`src/inc/rx_sigpro_pkg.sv`:
```
// package for the receive signal-processing configuration registers
// assumes a classic wishbone slave with 32-bit data and byte addressing
package rx_sigpro_pkg;

    // register indices; byte address is four times the index
    localparam logic [5:0] RATE_IDX = 6'h1a;
    localparam logic [5:0] CARD_IDX = 6'h1b;
    localparam logic [5:0] CTRL_IDX = 6'h20;
    localparam logic [5:0] STAT_IDX = 6'h21;
    localparam int         ADR_W    = 8;

    // field positions in the card-mode register
    localparam int FRAMING_LSB = 29;
    localparam int TAPS_LSB    = 26;
    localparam int EDGE_LSB    = 13;
    localparam int BIT_LSB     = 0;
    localparam int TH_W        = 13;

    // field positions in the control and status registers
    localparam int AUTO_EN_BIT  = 0;
    localparam int CARD_MODE_BIT = 1;
    localparam int SEEN_BIT     = 0;
    localparam int RSVD_BIT     = 1;
    localparam int PROTO_LSB    = 2;

    // receive rate codes
    localparam logic [2:0] RATE_RESET = 3'h0;
    localparam logic [2:0] RATE_106   = 3'h4;
    localparam logic [2:0] RATE_212   = 3'h5;
    localparam logic [2:0] RATE_424   = 3'h6;
    localparam logic [2:0] RATE_848   = 3'h7;

    // card-mode framing codes
    localparam logic [1:0] FRAME_TYPE_A = 2'h0;
    localparam logic [1:0] FRAME_PEER   = 2'h1;
    localparam logic [7:0] SYNC_BYTE    = 8'hf0;

    // values after reset
    localparam logic [31:0] CARD_RESET = 32'h0000_0000;
    localparam logic [1:0]  CTRL_RESET = 2'h0;

    // protocol reported by the mode detector
    typedef enum logic [1:0] {
        PROTO_TYPE_A = 2'h0,
        PROTO_TYPE_B = 2'h1,
        PROTO_C212   = 2'h2,
        PROTO_C424   = 2'h3
    } proto_t;

    // card-mode settings handed to the demodulator
    typedef struct packed {
        logic [1:0]      framing;
        logic            sync_required;
        logic [7:0]      sync_byte;
        logic [5:0]      filter_taps;
        logic [TH_W-1:0] edge_decision_threshold;
        logic [TH_W-1:0] bit_decision_threshold;
    } card_cfg_t;

endpackage

```
`src/rtl/rx_rx_rate_config_regs.sv`:
```
// receive signal-processing configuration registers behind a wishbone slave
// assumes wishbone classic cycles; detector pulses are synchronous to clk_i
//
// Summary of operation
// rate codes 100..111 give 106..848 kBd, reset 000
// rate msb ignored in card mode
// detector overwrites rate field when auto enabled
// detector loads 100 for A/B, 101/110 otherwise
// framing bits 30:29, 00b means type A
// framing 01b means peer framing with 0xF0 sync
// detector writes framing field when auto enabled
// tap field 28:26 selects filter length
// bits 25:13 hold edge decision threshold
// bits 12:0 hold bit decision threshold
// software avoids reserved rate codes 000..011
//
// Implementation choice: register access over Wishbone.
module rx_rx_rate_config_regs
    import rx_sigpro_pkg::*;
(
    input  wire logic             clk_i,
    input  wire logic             rst_i,
    input  wire logic             wb_cyc_i,
    input  wire logic             wb_stb_i,
    input  wire logic             wb_we_i,
    input  wire logic [ADR_W-1:0] wb_adr_i,
    input  wire logic [3:0]       wb_sel_i,
    input  wire logic [31:0]      wb_dat_i,
    output logic      [31:0]      wb_dat_o,
    output logic                  wb_ack_o,
    input  wire logic             mode_detect_valid_i,
    input  wire proto_t           mode_detect_proto_i,
    output logic      [2:0]       rx_symbol_rate_sel_o,
    output logic      [1:0]       card_rate_sel_o,
    output logic                  rate_reserved_o,
    output logic                  auto_detect_en_o,
    output logic                  card_mode_o,
    output card_cfg_t             card_cfg_o
);

    ////////////////////////////////////////////////////////////////////////
    // helpers

    // merge write data into a register under byte enables
    function automatic logic [31:0] merge_bytes(
        input logic [31:0] old_v,
        input logic [31:0] new_v,
        input logic [3:0]  sel
    );
        logic [31:0] r;
        r = old_v;
        for (int b = 0; b < 4; b++)
        begin
            if (sel[b])
            begin
                r[8*b +: 8] = new_v[8*b +: 8];
            end
        end
        return r;
    endfunction

    // byte address of a register index
    function automatic logic [ADR_W-1:0] byte_addr(input logic [5:0] idx);
        return {idx, 2'b00};
    endfunction

    // filter length for each tap selection code
    function automatic logic [5:0] taps_of(input logic [2:0] sel);
        logic [5:0] t;
        t = 6'h04;
        case (sel)
            3'h0: t = 6'h04;
            3'h1: t = 6'h06;
            3'h2: t = 6'h08;
            3'h3: t = 6'h08;
            3'h4: t = 6'h10;
            3'h5: t = 6'h12;
            3'h6: t = 6'h18;
            3'h7: t = 6'h20;
            default: t = 6'h04;
        endcase
        return t;
    endfunction

    ////////////////////////////////////////////////////////////////////////
    // declarations

    logic [2:0]  rate_q;
    logic [31:0] card_q;
    logic [31:0] card_d;
    logic [1:0]  ctrl_q;
    logic        seen_q;
    proto_t      proto_q;
    logic        ack_q;
    logic [31:0] rdat_q;
    logic        bus_req;
    logic        wr_en;
    logic        det_take;
    logic [2:0]  det_rate;
    logic [1:0]  det_frame;
    logic        hit_rate;
    logic        hit_card;
    logic        hit_ctrl;
    logic        hit_stat;
    logic [31:0] rate_word;
    logic [31:0] card_word;
    logic [31:0] ctrl_word;
    logic [31:0] stat_word;
    logic [31:0] rd_mux;

    ////////////////////////////////////////////////////////////////////////
    // bus decode

    // a new request is taken only while no ack is pending
    assign bus_req = wb_cyc_i & wb_stb_i & ~ack_q;
    assign wr_en   = bus_req & wb_we_i;

    // address decode of the four words
    always_comb
    begin
        hit_rate = 1'b0;
        hit_card = 1'b0;
        hit_ctrl = 1'b0;
        hit_stat = 1'b0;
        if (wb_adr_i == byte_addr(RATE_IDX))
        begin
            hit_rate = 1'b1;
        end
        else if (wb_adr_i == byte_addr(CARD_IDX))
        begin
            hit_card = 1'b1;
        end
        else if (wb_adr_i == byte_addr(CTRL_IDX))
        begin
            hit_ctrl = 1'b1;
        end
        else if (wb_adr_i == byte_addr(STAT_IDX))
        begin
            hit_stat = 1'b1;
        end
    end

    // ack one cycle after the request, dropped the cycle after
    always_ff @(posedge clk_i)
    begin
        if (rst_i)
        begin
            ack_q <= 1'b0;
        end
        else
        begin
            ack_q <= bus_req;
        end
    end

    ////////////////////////////////////////////////////////////////////////
    // mode detector

    // detector results count only while auto detection is on
    assign det_take = mode_detect_valid_i & ctrl_q[AUTO_EN_BIT];

    // rate and framing for the detected protocol
    always_comb
    begin
        det_rate  = RATE_106;
        det_frame = FRAME_TYPE_A;
        case (mode_detect_proto_i)
            PROTO_TYPE_A:
            begin
                det_rate  = RATE_106;
                det_frame = FRAME_TYPE_A;
            end
            PROTO_TYPE_B:
            begin
                det_rate  = RATE_106;
                det_frame = FRAME_TYPE_A;
            end
            PROTO_C212:
            begin
                det_rate  = RATE_212;
                det_frame = FRAME_PEER;
            end
            PROTO_C424:
            begin
                det_rate  = RATE_424;
                det_frame = FRAME_PEER;
            end
            default:
            begin
                det_rate  = RATE_106;
                det_frame = FRAME_TYPE_A;
            end
        endcase
    end

    ////////////////////////////////////////////////////////////////////////
    // registers

    // receive rate; the detector wins over a software write
    always_ff @(posedge clk_i)
    begin
        if (rst_i)
        begin
            rate_q <= RATE_RESET;
        end
        else if (det_take)
        begin
            rate_q <= det_rate;
        end
        else if (wr_en && hit_rate && wb_sel_i[0])
        begin
            rate_q <= wb_dat_i[2:0];
        end
    end

    // card-mode word after a software write, bit 31 kept at zero
    always_comb
    begin
        card_d = card_q;
        if (wr_en && hit_card)
        begin
            card_d = merge_bytes(card_q, wb_dat_i, wb_sel_i);
        end
        if (det_take)
        begin
            card_d[FRAMING_LSB +: 2] = det_frame;
        end
        card_d[31] = 1'b0;
    end

    // framing, taps and the two thresholds
    always_ff @(posedge clk_i)
    begin
        if (rst_i)
        begin
            card_q <= CARD_RESET;
        end
        else
        begin
            card_q <= card_d;
        end
    end

    // control: auto detection enable and card/reader mode
    always_ff @(posedge clk_i)
    begin
        if (rst_i)
        begin
            ctrl_q <= CTRL_RESET;
        end
        else if (wr_en && hit_ctrl && wb_sel_i[0])
        begin
            ctrl_q <= wb_dat_i[1:0];
        end
    end

    // sticky detection flag, write one to clear; a new detection wins
    always_ff @(posedge clk_i)
    begin
        if (rst_i)
        begin
            seen_q  <= 1'b0;
            proto_q <= PROTO_TYPE_A;
        end
        else if (det_take)
        begin
            seen_q  <= 1'b1;
            proto_q <= mode_detect_proto_i;
        end
        else if (wr_en && hit_stat && wb_sel_i[0] && wb_dat_i[SEEN_BIT])
        begin
            seen_q <= 1'b0;
        end
    end

    ////////////////////////////////////////////////////////////////////////
    // read path

    // register words with reserved bits at zero
    assign rate_word = {29'h0000_0000, rate_q};
    assign card_word = {1'b0, card_q[30:0]};
    assign ctrl_word = {30'h0000_0000, ctrl_q};
    assign stat_word = {28'h000_0000, proto_q, rate_reserved_o, seen_q};

    // read multiplexer; unmapped words read as zero
    always_comb
    begin
        rd_mux = 32'h0000_0000;
        if (hit_rate)
        begin
            rd_mux = rate_word;
        end
        else if (hit_card)
        begin
            rd_mux = card_word;
        end
        else if (hit_ctrl)
        begin
            rd_mux = ctrl_word;
        end
        else if (hit_stat)
        begin
            rd_mux = stat_word;
        end
    end

    // read data captured with the ack
    always_ff @(posedge clk_i)
    begin
        if (rst_i)
        begin
            rdat_q <= 32'h0000_0000;
        end
        else if (bus_req && !wb_we_i)
        begin
            rdat_q <= rd_mux;
        end
    end

    assign wb_dat_o = rdat_q;
    assign wb_ack_o = ack_q;

    ////////////////////////////////////////////////////////////////////////
    // outputs to the receive path

    // rate as seen by the reader and the card demodulator
    assign rx_symbol_rate_sel_o = rate_q;
    assign card_rate_sel_o      = rate_q[1:0];
    // reserved codes only exist in reader mode since card mode drops the msb
    assign rate_reserved_o      = ~ctrl_q[CARD_MODE_BIT] & ~rate_q[2];
    assign auto_detect_en_o     = ctrl_q[AUTO_EN_BIT];
    assign card_mode_o          = ctrl_q[CARD_MODE_BIT];

    // card-mode settings, all held in flip-flops
    always_ff @(posedge clk_i)
    begin
        if (rst_i)
        begin
            card_cfg_o <= '0;
        end
        else
        begin
            card_cfg_o.framing       <= card_d[FRAMING_LSB +: 2];
            card_cfg_o.sync_required <= card_d[FRAMING_LSB +: 2] == FRAME_PEER;
            card_cfg_o.sync_byte     <= (card_d[FRAMING_LSB +: 2] == FRAME_PEER)
                                        ? SYNC_BYTE : 8'h00;
            card_cfg_o.filter_taps   <= taps_of(card_d[TAPS_LSB +: 3]);
            card_cfg_o.edge_decision_threshold <= card_d[EDGE_LSB +: TH_W];
            card_cfg_o.bit_decision_threshold  <= card_d[BIT_LSB +: TH_W];
        end
    end

endmodule

```
`config.mk`:
```
export PLATFORM = sky130hd
export DESIGN_NAME = rx_rx_rate_config_regs
export DESIGN_NICKNAME = d
export VERILOG_FILES = /design/src/inc/rx_sigpro_pkg.sv /design/src/rtl/rx_rx_rate_config_regs.sv
export SDC_FILE = /design/constraint.sdc
export NUM_CORES = 1
export LEC_CHECK = 0
export BUFFER_PORTS_ARGS = -buffer_cell sky130_fd_sc_hd__buf_2
export CAP_MARGIN = 20
export CORE_MARGIN = 2
export CORE_UTILIZATION = 49
export CTS_CLUSTER_SIZE = 25
export DETAILED_ROUTE_END_ITERATION = 10
export PLACE_DENSITY = 0.82
export REMOVE_ABC_BUFFERS = 1
export SLEW_MARGIN = 20
export SYNTH_ARGS = -nofsm -noshare
export SYNTH_HDL_FRONTEND = slang
export SYNTH_SLANG_ARGS = --single-unit
export TNS_END_PERCENT = 50
```
`constraint.sdc`:
```
create_clock -name clk_i -period 1.9 [get_ports clk_i]
set_clock_uncertainty 0.2 [all_clocks]
set_input_delay 0.19 -clock clk_i [delete_from_list [all_inputs] [get_ports clk_i]]
set_output_delay 0.19 -clock clk_i [all_outputs]
set_load 0.03 [all_outputs]
```
==> flow_metrics.env <==
export IMPL_rows=31
export IMPL_fin_util_pct=65.9
export IMPL_wl_mm=9.59
export IMPL_antenna_cells=0
export IMPL_async_flop_share_pct=0
export IMPL_hold_viol=0
export IMPL_whs_endpoint="card_cfg_o[28]$_SDFF_PP0_"
export IMPL_synth_most_common_cell="dfxtp_1"
export IMPL_syn_area_sq_mm=0.00360
export IMPL_rsz0062_at_grt="no"
export IMPL_dieArea_sq_mm=0.00806
export IMPL_place_area_sq_mm=0.00412
export IMPL_die_h_microns=89.8
export IMPL_synthMuxAreaShare_pct=1.18
export IMPL_cts_buffers=9
export IMPL_post_cts_buffers=0
export IMPL_hpwl_mm=6.33
export IMPL_ioPinCount=136
export IMPL_drv_slew=0
export IMPL_fmax_mhz=546
export IMPL_maxCapViolCount=0
export IMPL_ant_nets=0
export IMPL_synth_edf_count=0
export IMPL_die_width_microns=89.8
export IMPL_hp_start="wb_sel_i[3]"
export IMPL_drt_pass1_iterations=4
export IMPL_instances_no_fill=635
export IMPL_antenna_found_initial=0
export IMPL_wl_per_cell_microns=15.1
export IMPL_root_buffer="clkbuf_8"
export IMPL_vdd_drop_max_v=0.000401
export IMPL_setup_viol=0
export IMPL_start_util_pct=50.2
export IMPL_clkLatencyLatePin_ps=340
export IMPL_power_mw=3.37
export IMPL_cts_tree="done"
export IMPL_synth_top_family_by_area="compound AO/OA/AOI/OAI gates"
export IMPL_num_vias=3423
export IMPL_initialDrtViolationCount=197
export IMPL_yosys_area_top_type_share_pct=42.8
export IMPL_synthTopCellsByCount="dfxtp_1, buf_4, a21oi_1, nand3_1, o21ai_0"
export IMPL_clk_pin_slew_ps=80
export IMPL_arrival_ps=1860
export IMPL_fin_crit_sh_pct=96.4
export IMPL_fillers=569
export IMPL_synthAdderAreaFrac_pct=0
export IMPL_timing_rr_start="wb_ack_o$_SDFF_PP0_"
export IMPL_grt_max_degree=81
export IMPL_synth_largest_area_cell="dfxtp_1"
export IMPL_synthFlopType="dfxtp_1"
export IMPL_drive_gt1_share_pct=38.4
export IMPL_finalCriticalPeriod_ps=1830
export IMPL_port_buffers=128
export IMPL_ys_warn_count=0
export IMPL_synth_simple_area_share_pct=19.8
export IMPL_r2r_cells=4
export IMPL_holdPathStages=4
export IMPL_fin_nets=583
export IMPL_path_class="flop to flop"
export IMPL_synthToLayoutAreaGrowth_pct=31.2
export IMPL_r2r_end="rx_symbol_rate_sel_o[1]$_SDFFE_PP0P_"
export IMPL_grt_pass1_vias=3201
export IMPL_rrSetupSlack_ps=70
export IMPL_design_area_sq_mm=0.00473
export IMPL_holdBufCountCts=37
export IMPL_dpl_cell_count=582
export IMPL_synth_distinct_cells=51
export IMPL_ys_seq_area_share_pct=42.8
export IMPL_core_area_sq_mm=0.00718
export IMPL_crit_fanout=4
export IMPL_htree_levels=3
export IMPL_power_density_mw_per_mm2=712
export IMPL_grt_pass1_wl_mm=15.6
export IMPL_synth_xor_area_share_pct=0
export IMPL_post_cts_resized=0
export IMPL_synth_compound_area_share_pct=23.2
export IMPL_status="finished, final reports clean"
export IMPL_gp_congestion=0.867
export IMPL_synth_seq_cells=77
export IMPL_overflow=0
export IMPL_gr_usage_all_layers_pct=23.4
export IMPL_syn_area_per_cell_sq_um=8.96
export IMPL_synth_cells=402
export IMPL_clk_path_buf_depth=2
export IMPL_netlist_top_cells_area="dfxtp_1, buf_4, a22oi_2"
export IMPL_worstHoldPathType="input pin to flop"
export IMPL_drt_vias_per_instance=5.39
export IMPL_cts_sinks=77
export IMPL_drc=0
export IMPL_p_leak_nw=1.95
export IMPL_whs_ps=22.4
export IMPL_crit_path_end_kind="flop"
export IMPL_startpoint_type="flop"
export IMPL_crit_required_ps=1920
## routing by layer
metal | up-vias | global-route usage [%] | share of wire, %
met1 | 1615 | 30.2 | 42
li1 | 1656 | - | -
met4 | 0 | 9.10 | 2.0
met5 | - | 0 | 0
met3 | 16 | 4.86 | 6.3
met2 | 136 | 38.7 | 49
## worst max-delay path, cell delays in order (launching register included)
cell and delay (ps):
dfxtp_1 370, and4b_1 260, and2_1 190, a31oi_1 340, mux2_2 380
## cells in the final DEF, fill, tap and decap left out, types with 2 or more instances in the layout
master	synthesis	layout
dlygate4sd3_1	0	37
nand2b_1	5	5
bufinv_16	0	3
nand3b_1	3	3
nor2_2	20	20
and3_1	3	3
a221oi_1	2	2
a211oi_1	5	5
a31oi_1	4	4
o21ai_0	35	35
nand3_1	35	35
nand4_1	3	3
inv_1	9	9
a22oi_2	20	20
conb_1	1	6
nand2_1	15	15
or4_1	2	2
nand4b_1	2	2
buf_2	6	128
nor2_1	13	13
dfxtp_1	77	77
clkbuf_1	18	2
nor3_1	2	2
mux2_2	2	2
buf_4	41	13
nor4b_1	2	2
clkbuf_8	0	9
and2_1	2	2
a21oi_1	40	40
mux2i_1	2	2
buf_12	0	3
nor2b_1	2	2
a22oi_1	7	7
## cell type report
cell class | instances | area, sq um | share of cell area [%]
clock buffer | 11 | 131 | 2.78
clock inverter | 5 | 108 | 2.28
inverter | 9 | 33.8 | 0.715
multi-input combinational | 253 | 1620 | 34.3
sequential | 77 | 1540 | 32.6
tap | 99 | 124 | 2.62
timing repair buffer | 181 | 1170 | 24.7
## where the power goes
group          leakage (nW)  internal [mW]  switching (mW)
Sequential            0.620           1.61         0.00134
Combinational          1.21          0.122           0.151
Clock                 0.118          0.882           0.595
Total                  1.95           2.62           0.747
## worst max path at each step
stage	slack [ps]	cells past startpoint	from	end
2_1_floorplan	-1860	4	wb_ack_o$_SDFF_PP0_	wb_dat_o[10]$_SDFFE_PP0P_
3_3_place_gp	60	5	wb_adr_i[4]	ctrl_q[1]$_SDFFE_PP0P_
3_5_place_dp	30	5	wb_adr_i[4]	ctrl_q[0]$_SDFFE_PP0P_
4_1_cts	100	4	wb_ack_o$_SDFF_PP0_	rx_symbol_rate_sel_o[1]$_SDFFE_PP0P_
5_1_grt	20	5	wb_ack_o$_SDFF_PP0_	card_q[30]$_SDFF_PP0_
6_report	70	4	wb_ack_o$_SDFF_PP0_	rx_symbol_rate_sel_o[1]$_SDFFE_PP0P_
## cells by family (layout without fill, tap and decap cells)
group,after synthesis,after routing
DFF,77,77
buffers and inverters,77,206
muxes,4,4
other,1,6
AOI/OAI and AO/OA,122,122
and+or+nand+nor,121,121
## stage by stage
step	setup WS, ps	TNS (ps)
final	67.6	0
after global routing	20.7	0
after CTS	102	0
after detailed placement	31.3	0
after global placement	59.0	0
after floorplan	-1860	-54490
## sequential cells by signal, indices dropped and copies added, names as in the netlist
register / cells
wb_dat_o: 31
ctrl_q: 2
rx_symbol_rate_sel_o: 3
card_q: 31
wb_ack_o: 1
card_cfg_o: 6
proto_q: 2
seen_q: 1
Power figures use the tool's default switching activity.
